==> src/hw/instr_decode_regs.vh <==
// Constants for the instruction word decoder and its register file
`ifndef INSTR_DECODE_REGS_VH
`define INSTR_DECODE_REGS_VH

// Instruction word and timing
`define IWORD_W          14
`define OSC_PER_ICYC     4
`define PHASE_LAST       2'h3

// Register offsets (byte addresses)
`define OFS_CTRL         12'h000
`define OFS_STAT         12'h004
`define OFS_RETIRED      12'h008
`define OFS_LASTWORD     12'h00c

// Register fields and reset values
`define CTRL_RUN_BIT     0
`define CTRL_RST_VAL     1'h1
`define STAT_BUSY_BIT    0
`define STAT_NOP_BIT     3

// Instruction classes
`define CLS_BYTE         2'h0
`define CLS_BIT          2'h1
`define CLS_LIT          2'h2

// Indirect file register addresses within a bank
`define INDF0_ADDR       7'h00
`define INDF1_ADDR       7'h01

// Opcode patterns
`define OP_ZERO_GRP      4'h0
`define OP_CLRW_HI       10'h040
`define OP_PTRMOVE_HI    8'h01
`define OP_RET_SUB       14'h0008
`define OP_RET_INT       14'h0009
`define OP_CALL_ACC      14'h000a
`define OP_BR_ACC        14'h000b
`define OP_RET_LIT_HI    4'h4
`define OP_BR_REL_HI     3'h1
`define OP_DEC_SKIP_HI   4'hb
`define OP_INC_SKIP_HI   4'hf
`define OP_BIT_CLR_SKIP  2'h2
`define OP_BIT_SET_SKIP  2'h3

`endif

==> src/hw/instr_word_decode_timing.v <==
// Instruction word decoder with instruction cycle timing and APB registers
//
// Our own choices: the address map and the APB register port.
`timescale 1ns/1ns
`default_nettype none
`include "instr_decode_regs.vh"

// Functional notes
// - One 14-bit word holds opcode and operands
// - Sort opcodes into byte, bit, literal/control classes
// - Default instruction lasts one instruction cycle
// - Both subroutine calls take two cycles
// - All three returns take two cycles
// - Jumps, branches, taken skips take two cycles
// - Indirect access to program memory adds cycle
// - Instruction cycle is four oscillator cycles
// - File operands are read, modified, written back
// - Destination bit clear to accumulator, set file
// - File address selects one of 128 locations
// - Bit index selects one of eight bits
// - Pointer number selects one of two pointers
// - Two-bit mode picks pointer pre/post inc/dec
// - Don't-care bits never change execution
// - Literal field passed to datapath or counter
// - Second cycle of flow change is no-operation
// - Pointer top bit set means program memory
module instr_word_decode_timing (
  input  wire        core_clk,
  input  wire        srst,
  input  wire [13:0] instr_word,
  input  wire        instr_valid,
  output wire        instr_ready,
  input  wire        skip_taken,
  input  wire [1:0]  ptr_top_bit,
  output reg  [1:0]  instr_class,
  output reg  [6:0]  file_addr,
  output reg  [2:0]  bit_index,
  output reg  [10:0] literal,
  output reg         dest_to_file,
  output reg         pointer_sel,
  output reg  [1:0]  pointer_update_mode,
  output reg         pointer_move,
  output reg  [1:0]  cycle_index,
  output reg         nop_cycle,
  output reg         file_read,
  output reg         file_write,
  output wire [1:0]  osc_phase,
  input  wire        psel,
  input  wire        penable,
  input  wire        pwrite,
  input  wire [11:0] paddr,
  input  wire [31:0] pwdata,
  output wire [31:0] prdata,
  output wire        pready,
  output wire        pslverr
);

  reg  [1:0]  phase_ff;
  reg         busy_ff;
  reg  [1:0]  cyc_ff;
  reg  [1:0]  last_exec_ff;
  reg         flow_ff;
  reg         skip_ff;
  reg         file_op_ff;
  reg         run_ff;
  reg  [31:0] retired_ff;
  reg  [13:0] lastword_ff;

  // Opcode field split
  wire [1:0] top     = instr_word[13:12];
  wire [3:0] mid     = instr_word[11:8];
  wire       grp_zero = (top == 2'h0) && (mid == `OP_ZERO_GRP) &&
                        !instr_word[7];
  // Shift and carry/borrow file ops live in the top opcode group
  wire       is_byte_hi = (top == 2'h3) &&
                          ((mid == 4'h5) || (mid == 4'h6) ||
                           (mid == 4'h7) || (mid == 4'hb) ||
                           (mid == 4'hd));
  wire       is_byte = ((top == 2'h0) && !grp_zero) ||
                       is_byte_hi;
  wire       is_bit  = (top == 2'h1);
  // Low two bits of the accumulator clear are ignored
  wire       is_clrw = (top == 2'h0) &&
                       (instr_word[11:2] == `OP_CLRW_HI);
  wire       is_ptrmv = grp_zero &&
                        (instr_word[7:4] == 4'h1);
  wire       file_op = (is_byte && !is_clrw) || is_bit;
  wire [6:0] f_fld   = instr_word[6:0];
  wire       hit_indirect_file_register = file_op &&
                        ((f_fld == `INDF0_ADDR) || (f_fld == `INDF1_ADDR));
  wire       indirect_file_register_sel = (f_fld == `INDF1_ADDR);
  wire       ind_n    = is_ptrmv ? instr_word[2] : indirect_file_register_sel;
  // Pointer top bit set addresses program memory
  wire       ind_pm  = (hit_indirect_file_register || is_ptrmv) && ptr_top_bit[ind_n];

  // Unconditional flow changes and conditional skips
  wire is_call  = (top == 2'h2) && !instr_word[11];
  wire is_absolute_jump  = (top == 2'h2) && instr_word[11];
  wire is_subroutine_jump_accum = (instr_word == `OP_CALL_ACC);
  wire is_brw   = (instr_word == `OP_BR_ACC);
  wire is_ret   = (instr_word == `OP_RET_SUB) ||
                  (instr_word == `OP_RET_INT);
  wire is_retl  = (top == 2'h3) && (mid == `OP_RET_LIT_HI);
  wire is_bra   = (top == 2'h3) &&
                  (instr_word[11:9] == `OP_BR_REL_HI);
  wire flow     = is_call || is_absolute_jump || is_subroutine_jump_accum || is_brw ||
                  is_ret || is_retl || is_bra;
  wire is_skip  = ((top == 2'h0) && ((mid == `OP_DEC_SKIP_HI) ||
                  (mid == `OP_INC_SKIP_HI))) ||
                  (is_bit && ((instr_word[11:10] == `OP_BIT_CLR_SKIP) ||
                  (instr_word[11:10] == `OP_BIT_SET_SKIP)));

  // Sequencer status at the end of an instruction cycle
  wire cyc_end   = (phase_ff == `PHASE_LAST);
  wire exec_done = (cyc_ff >= last_exec_ff);
  wire nop_due   = !nop_cycle && (flow_ff || (skip_ff && skip_taken));
  wire done_now  = busy_ff && cyc_end && (exec_done && !nop_due);
  wire accept    = instr_valid && instr_ready;

  assign instr_ready = run_ff && cyc_end &&
                       (!busy_ff || (exec_done && !nop_due));
  assign osc_phase = phase_ff;

  // Four oscillator cycles make one instruction cycle
  always @(posedge core_clk) begin
    if (srst) begin
      phase_ff <= 2'h0;
    end else begin
      phase_ff <= phase_ff + 2'h1;
    end
  end

  // Field capture and cycle sequencing
  always @(posedge core_clk) begin
    if (srst) begin
      busy_ff             <= 1'b0;
      cyc_ff              <= 2'h0;
      last_exec_ff        <= 2'h0;
      flow_ff             <= 1'b0;
      skip_ff             <= 1'b0;
      file_op_ff          <= 1'b0;
      nop_cycle           <= 1'b0;
      cycle_index         <= 2'h0;
      instr_class         <= `CLS_BYTE;
      file_addr           <= 7'h00;
      bit_index           <= 3'h0;
      literal             <= 11'h000;
      dest_to_file        <= 1'b1;
      pointer_sel         <= 1'b0;
      pointer_update_mode <= 2'h0;
      pointer_move        <= 1'b0;
      lastword_ff         <= 14'h0000;
    end else if (accept) begin
      busy_ff      <= 1'b1;
      cyc_ff       <= 2'h0;
      cycle_index  <= 2'h0;
      nop_cycle    <= 1'b0;
      // One cycle unless an indirect program memory access adds one
      last_exec_ff <= {1'b0, ind_pm};
      flow_ff      <= flow;
      skip_ff      <= is_skip;
      file_op_ff   <= file_op;
      lastword_ff  <= instr_word;
      instr_class  <= is_byte ? `CLS_BYTE :
                      (is_bit ? `CLS_BIT : `CLS_LIT);
      file_addr    <= f_fld;
      bit_index    <= instr_word[9:7];
      literal      <= instr_word[10:0];
      dest_to_file <= is_byte ? instr_word[7] : 1'b1;
      pointer_sel  <= ind_n;
      pointer_update_mode <= instr_word[1:0];
      pointer_move <= is_ptrmv;
    end else if (busy_ff && cyc_end) begin
      if (done_now) begin
        busy_ff   <= 1'b0;
        nop_cycle <= 1'b0;
      end else begin
        cyc_ff      <= cyc_ff + 2'h1;
        cycle_index <= cyc_ff + 2'h1;
        // Flush cycle after a flow change or a taken skip
        if (exec_done) begin
          nop_cycle <= 1'b1;
        end
      end
    end
  end

  // Read in the first cycle, write back at the end of the last execute cycle
  always @(posedge core_clk) begin
    if (srst) begin
      file_read  <= 1'b0;
      file_write <= 1'b0;
    end else begin
      file_read  <= busy_ff && file_op_ff && !nop_cycle &&
                    (cyc_ff == 2'h0) && (phase_ff == 2'h0);
      file_write <= busy_ff && file_op_ff && !nop_cycle &&
                    exec_done && (phase_ff == 2'h2);
    end
  end

  // APB register file, zero wait states
  wire apb_wr = psel && penable && pwrite;
  wire hit_ctrl = (paddr == `OFS_CTRL);
  wire hit_stat = (paddr == `OFS_STAT);
  wire hit_ret  = (paddr == `OFS_RETIRED);
  wire hit_last = (paddr == `OFS_LASTWORD);
  wire mapped   = hit_ctrl || hit_stat || hit_ret || hit_last;

  always @(posedge core_clk) begin
    if (srst) begin
      run_ff     <= `CTRL_RST_VAL;
      retired_ff <= 32'h0000_0000;
    end else begin
      if (apb_wr && hit_ctrl) begin
        run_ff <= pwdata[`CTRL_RUN_BIT];
      end
      if (apb_wr && hit_ret) begin
        retired_ff <= pwdata;
      end else if (done_now) begin
        retired_ff <= retired_ff + 32'h0000_0001;
      end
    end
  end

  wire [31:0] stat_word = {26'h0, instr_class, nop_cycle,
                           cyc_ff, busy_ff};

  assign prdata  = hit_ctrl ? {31'h0, run_ff} :
                   hit_stat ? stat_word :
                   hit_ret  ? retired_ff :
                   hit_last ? {18'h0, lastword_ff} : 32'h0000_0000;
  assign pready  = 1'b1;
  assign pslverr = psel && penable && !mapped;

endmodule
`default_nettype wire

==> config.mk <==
export PLATFORM = sky130hd
export DESIGN_NAME = instr_word_decode_timing
export DESIGN_NICKNAME = d
export VERILOG_FILES = /design/src/hw/instr_word_decode_timing.v
export VERILOG_INCLUDE_DIRS = /design/src /design/src/hw
export SDC_FILE = /design/constraint.sdc
export NUM_CORES = 1
export LEC_CHECK = 0
export BUFFER_PORTS_ARGS = -buffer_cell sky130_fd_sc_hd__buf_2
export CAP_MARGIN = 5
export CELL_PAD_IN_SITES_DETAIL_PLACEMENT = 0
export CELL_PAD_IN_SITES_GLOBAL_PLACEMENT = 1
export CORE_AREA = 2 2 99 111
export CTS_CLUSTER_SIZE = 14
export DETAILED_ROUTE_END_ITERATION = 7
export DIE_AREA = 0 0 101 113
export PLACE_DENSITY_LB_ADDON = 0.08
export SLEW_MARGIN = 10
export SYNTH_ARGS = -nofsm -noshare
export SYNTH_HDL_FRONTEND = slang
export SYNTH_SLANG_ARGS = --single-unit
export TNS_END_PERCENT = 5
==> constraint.sdc <==
create_clock -name core_clk -period 7.33 [get_ports core_clk]
set_input_delay 0.3665 -clock core_clk [delete_from_list [all_inputs] [get_ports core_clk]]
set_output_delay 0.3665 -clock core_clk [all_outputs]
set_load 0.005 [all_outputs]
# Word level (Yosys, flattened, before mapping)
# Cells that the tools add are included.
# Widths: inputs -> output; s select.
[totals] wordCells=148 reg_bits=87 out_inout_bits=70 inputBits=67
[op_classes] n_reduce_logical=79 n_bitwise=1 n_addsub=3 muxes=17 order_cmp=2 n_eq_ne=25
[ops] cell="$mux 32" n=5
[ops] cell="$eq 14x4->1 const B" n=4
[ops] cell="$logic_and 1x1->1" n=34
[ops] cell="$add 32x1->32 const B" n=1
[ops] cell="$eq 12x4->1 const B" n=2
[ops] cell="$logic_or 1x1->1" n=23
[ops] cell="$eq 4x3->1 const B" n=4
[ops] cell="$mux 14" n=1
[ops] cell="$eq 12x3->1 const B" n=1
[ops] cell="$eq 2x2->1 const B" n=6
[ops] cell="$eq 4x4->1 const B" n=3
[ops] cell="$logic_not 12->1" n=1
[ops] cell="$eq 10x7->1 const B" n=1
[ops] cell="$mux 1" n=9
[ops] cell="$logic_not 1->1" n=8
[ops] cell="$reduce_bool 2->1" n=4
[ops] cell="$eq 7x1->1 const B" n=1
[ops] cell="$logic_not 7->1" n=1
[ops] cell="$logic_not 2->1" n=3
[ops] cell="$reduce_and 2->1" n=3
[ops] cell="$add 2x1->2 const B" n=2
[ops] cell="$eq 4x1->1 const B" n=1
[ops] cell="$logic_not 4->1" n=1
[ops] cell="$mux 2" n=2
[ops] cell="other kinds (6)" n=6

# Longest topological paths before layout
[logic_depth] word_depth=12 ltp_mapped=10 mapped_depth_nobuf=7

# Least setup slack after synthesis
# OpenSTA, ideal clock, no wires.
[synth_timing] path_kind="flip-flop to flip-flop" start="reg cyc_ff[0]" end="reg retired_ff[27]" synth_period_minus_slack_ns=2.517 path_stages_with_launch=10 slack_ns=4.813 setup_time_ns=0.091 n_path_buf=2 arrival_time_ns=2.426 required_ns=7.239 cell_sequence="dfxtp_1 inv_1 ha_1 or3b_1 buf_2 nand4_4 or4_4 buf_6 or4_1 a311oi_1"
[synth_between] elab_chain_len=4
[synth_rtl] item="start: declaration" line_no="instr_word_decode_timing.v:60" text="reg [1:0] cyc_ff;"
[synth_rtl] item="start signal: assignment" line_no="instr_word_decode_timing.v:178" text="cyc_ff <= cyc_ff + 2'h1;"
[synth_rtl] item="$ge 2x1->1" line_no="instr_word_decode_timing.v:115" text="wire exec_done = (cyc_ff >= last_exec_ff);"
[synth_rtl] item="$logic_and 1x1->1 (2 in series)" line_no="instr_word_decode_timing.v:117" text="wire done_now = busy_ff && cyc_end && (exec_done && !nop_due);"
[synth_rtl] item="$reduce_bool 2->1 (no source line)"
[synth_rtl] item="end signal: assignment" line_no="instr_word_decode_timing.v:218" text="retired_ff <= pwdata;"
[synth_rtl] item="end signal: assignment" line_no="instr_word_decode_timing.v:220" text="retired_ff <= retired_ff + 32'h0000_0001;"
[synth_rtl] item="end: declaration" line_no="instr_word_decode_timing.v:66" text="reg [31:0] retired_ff;"
# Every way passes these cells.
# A chain may end at the register's enable or synchronous reset.

# Final worst setup path
[layout_timing] start="in paddr[1]" end="out prdata[29]"
[layout_between] elab_chain_len=4 word_cells_on_any_way=6 classes_between="eq/ne: 2; mux: 3; reduce/logical: 1"
[layout_rtl] item="start: declaration" line_no="instr_word_decode_timing.v:51" text="input wire [11:0] paddr,"
[layout_rtl] item="$eq 12x4->1 (no source line)"
[layout_rtl] item="$mux 32" line_no="instr_word_decode_timing.v:230" text="hit_ret ? retired_ff :"
[layout_rtl] item="$mux 32" line_no="instr_word_decode_timing.v:229" text="hit_stat ? stat_word :"
[layout_rtl] item="$mux 32 *" line_no="instr_word_decode_timing.v:228" text="assign prdata = hit_ctrl ? {31'h0, run_ff} :"
[layout_rtl] item="end: declaration" line_no="instr_word_decode_timing.v:53" text="output wire [31:0] prdata,"
# Every way passes the cells marked *; elsewhere a longest branch is shown, timed or not.

==> flow_metrics.py <==
metrics = {
    "power_and_ir_drop": {
        "netSwitchingPower_mw": 0.1932,
        "power.leakage_nw": 1.915,
        "internal_power_mw": 0.6322,
        "sw_frac_of_total_pct": 23.41,
        "p_per_area_nw_per_um2": 174.1,
        "vdd_drop_max_mv": 0.09223,
        "p_comb_share_pct": 7.1,
        "sequentialPowerShare_pct": 43.0,
        "clockPowerShare_pct": 49.9,
    },
    "worst_setup_path": {
        "r2r-start": "cyc_ff[0]$_SDFFE_PP0P_",
        "timing.critical_path.arrival_ns": 2.55,
        "r2r_cells": 7,
        "worstPathRequired_ns": 6.96,
        "endpoint_kind": "output port",
        "rrSetupSlack_ns": 4.50,
        "critPathKind": "input pin to output port",
        "path_max_fanout": 15,
        "crit_start": "paddr[1]",
        "cp-start-kind": "input pin",
    },
    "synthesis": {
        "synth_seq_cells": 64,
        "syn_inst": 503,
        "ys_seq_area_share_pct": 32.65,
        "yosys-top-cells-area": "dfxtp_1 (33%), nor2_1 (6.4%), nand2_1 (5.0%)",
        "ys_async_sr_fraction_pct": 0,
        "syn_area_sq_um": 3924,
        "syn_avg_cell_area_sq_um": 7.801,
        "postSynthNetCount": 576,
        "synth_ff_type": "dfxtp_1",
        "synth_top_area_cell": "dfxtp_1",
        "synth_warnings": 0,
        "synth_top_cell_area_share_pct": 32.65,
        "synth.distinct_cells": 52,
        "synth-edff-count": 0,
    },
    "global_route": {
        "grt_pass1_wl_microns": 17880,
        "antenna_found_initial": 0,
        "grt_max_degree": 63,
        "grt-ovfl-total": 0,
        "grt_usage_pct": 19.75,
        "grt_pass1_vias": 3586,
    },
    "timing": {
        "period_minus_slack_ns": 2.921,
        "fin_hold_ws_ns": 0.2781,
        "clock_skew_ns": 0.005838,
        "setup_viol": 0,
        "drv_slew": 0,
        "hold_viol_final": 0,
        "grt_setup_unrepaired": "no",
        "worst_slew_pin_slew_ns": 0.9148,
        "max_freq_ghz": 0.3423,
        "finalSetupTns_ns": 0,
        "max-slew-margin-rel_pct": 39.01,
        "fin_crit_sh_pct": 39.85,
    },
    "final_layout": {
        "final_layout_size_suffix_gt1_share_pct": 27.97,
        "final_common_cell": "buf_2",
        "area_growth_pct": 20.82,
        "utilization_pct": 46.26,
        "nets": 665,
        "mostFrequentLayoutCells": "buf_2 (135), nor2_1 (67), dfxtp_1 (64)",
        "antenna_cells": 0,
        "layout.cells.non_filler": 720,
    },
    "floorplanning": {
        "io_pins": 137,
        "core-area_sq_um": 10250,
        "initial_core_util_pct": 38.29,
        "die_h_microns": 113,
        "dieArea_sq_um": 11410,
        "die_x_microns": 101,
        "row_count": 39,
    },
    "detailed_routing": {
        "viasPerCell": 5.349,
        "routed.top_layer": "met4",
        "num_vias": 3851,
        "post_drt_wl_per_cell_microns": 15.73,
        "met3_length_microns": 692,
        "wl_met2_microns": 5117,
        "drcViolationCount": 0,
        "routed_wl_microns": 11320,
        "drt-pass1-iter-count": 4,
        "ant_nets": 0,
        "wl_met1_microns": 5330,
        "drt_iter0_drc": 138,
    },
    "worst_hold_path": {
        "min-delay-start": "pwdata[0]",
        "worstHoldPathCells": 3,
        "hold_class": "input pin to flop",
    },
    "placed_design": {
        "dp_hpwl_microns": 8179,
        "port_buffers": 135,
        "dp_cells": 704,
        "place_congestion": 0.8278,
    },
    "clocking": {
        "cts_setup_buffers": 0,
        "clk_latency_ns": 0.33,
        "clkTransAtPathRegs_ns": 0.05,
        "numCtsBuffers": 9,
        "clockRootBuffer": "clkbuf_16",
        "htreeDepth": 3,
        "cts_resized": 0,
        "clock-sinks": 64,
        "hold_buffers": 0,
        "clockBufferDepth": 2,
        "tritoncts": "done",
    },
    "status": {
        "status": "completed",
    },
    "flow_run": {
        "drv_cap": 0,
    },
}
-- per-layer routing --
| metal | up-vias | GRT usage (%) |
|---|---|---|
| li1 | 1961 | - |
| met1 | 1748 | 26.97 |
| met2 | 123 | 31.38 |
| met3 | 19 | 3.953 |
| met4 | 0 | 6.126 |
| met5 | - | 0 |
-- Yosys cell counts, drive strengths merged (2+ instances only) --
cell,instances
a211oi,19
nor3b,4
and2,20
clkbuf,30
a21oi,24
and4,5
dfxtp,64
o211ai,3
nand4,6
nand3,12
or4,13
or3,4
a22oi,5
buf,30
ha,6
nand2b,5
a41oi,3
o21ai,7
nor2,67
and3,6
o31ai,13
or2,3
nor4,5
mux2i,12
nor3,18
o21bai,2
xnor2,16
nand2,52
nor2b,4
a311oi,15
inv,12
mux2,5
-- cell type report --
type	instances	area, sq um
clock buffer	13	270.3
inverter	12	45.04
sequential	64	1281
timing repair buffer	138	698.2
multi-input combinational	367	2277
tap	123	153.9
clock inverter	3	15.01
fill	1065	5507
-- power groups by stage --
| stage | clock (mW) | sequential, mW | combinational, mW |
|---|---|---|---|
| global placement | 0 | 0.362 | 0.0580 |
| floorplan | 0 | 0.361 | 0.0305 |
| CTS | 0.419 | 0.355 | 0.0593 |
| finish | 0.412 | 0.355 | 0.0588 |
| detailed placement | 0 | 0.362 | 0.0589 |
| global route | 0.434 | 0.355 | 0.0646 |
-- cells by family (layout without fill, tap and decap cells) --
| family | count (synthesis) | in the layout | synth area share [%] |
|---|---|---|---|
| other | 1 | 1 | 0.09557 |
| xor gates and xnor gates | 17 | 17 | 3.795 |
| buffers and inverters | 72 | 166 | 9.471 |
| and+or+nand+nor | 228 | 228 | 29.56 |
| muxes | 18 | 18 | 5.070 |
| adders and majority gates | 6 | 6 | 1.913 |
| DFF | 64 | 64 | 32.65 |
| AOI/OAI and AO/OA | 97 | 97 | 17.44 |
-- worst max-delay path: stages --
cell     delay (ns)
buf_2          0.09
nor4_1         0.34
nand4_1        0.62
nor2_1         0.80
and2_1         0.22
buf_2          0.11
-- worst paths after layout --
path | to
worst max-delay path | prdata[29]
worst min-delay path | run_ff$_SDFFE_PP1P_
worst max register to register | retired_ff[31]$_SDFFE_PP0P_
worst min register to register | osc_phase[0]$_SDFF_PP0_
-- registers in the layout, indices dropped and copies added, names as in the netlist --
name and cells:
bit_index 2, file_write 1, cyc_ff 2, file_read 1, dest_to_file 1, skip_ff 1, last_exec_ff 1, file_op_ff 1
pointer_sel 1, nop_cycle 1, literal 2, instr_class 2, lastword_ff 4, run_ff 1, busy_ff 1, pointer_move 1
retired_ff 32, file_addr 6, flow_ff 1, osc_phase 2
-- through the flow --
step	power (mW)	cell area (sq um)	worst slack (ns)
CTS	0.8332	4741	4.333
global placement	0.4200	4456	4.400
detailed placement	0.4211	4456	4.339
floorplan	0.3919	3924	4.813
finish	0.8255	4741	4.409
global route	0.8537	4741	4.047
Power figures use the tool's default switching activity.
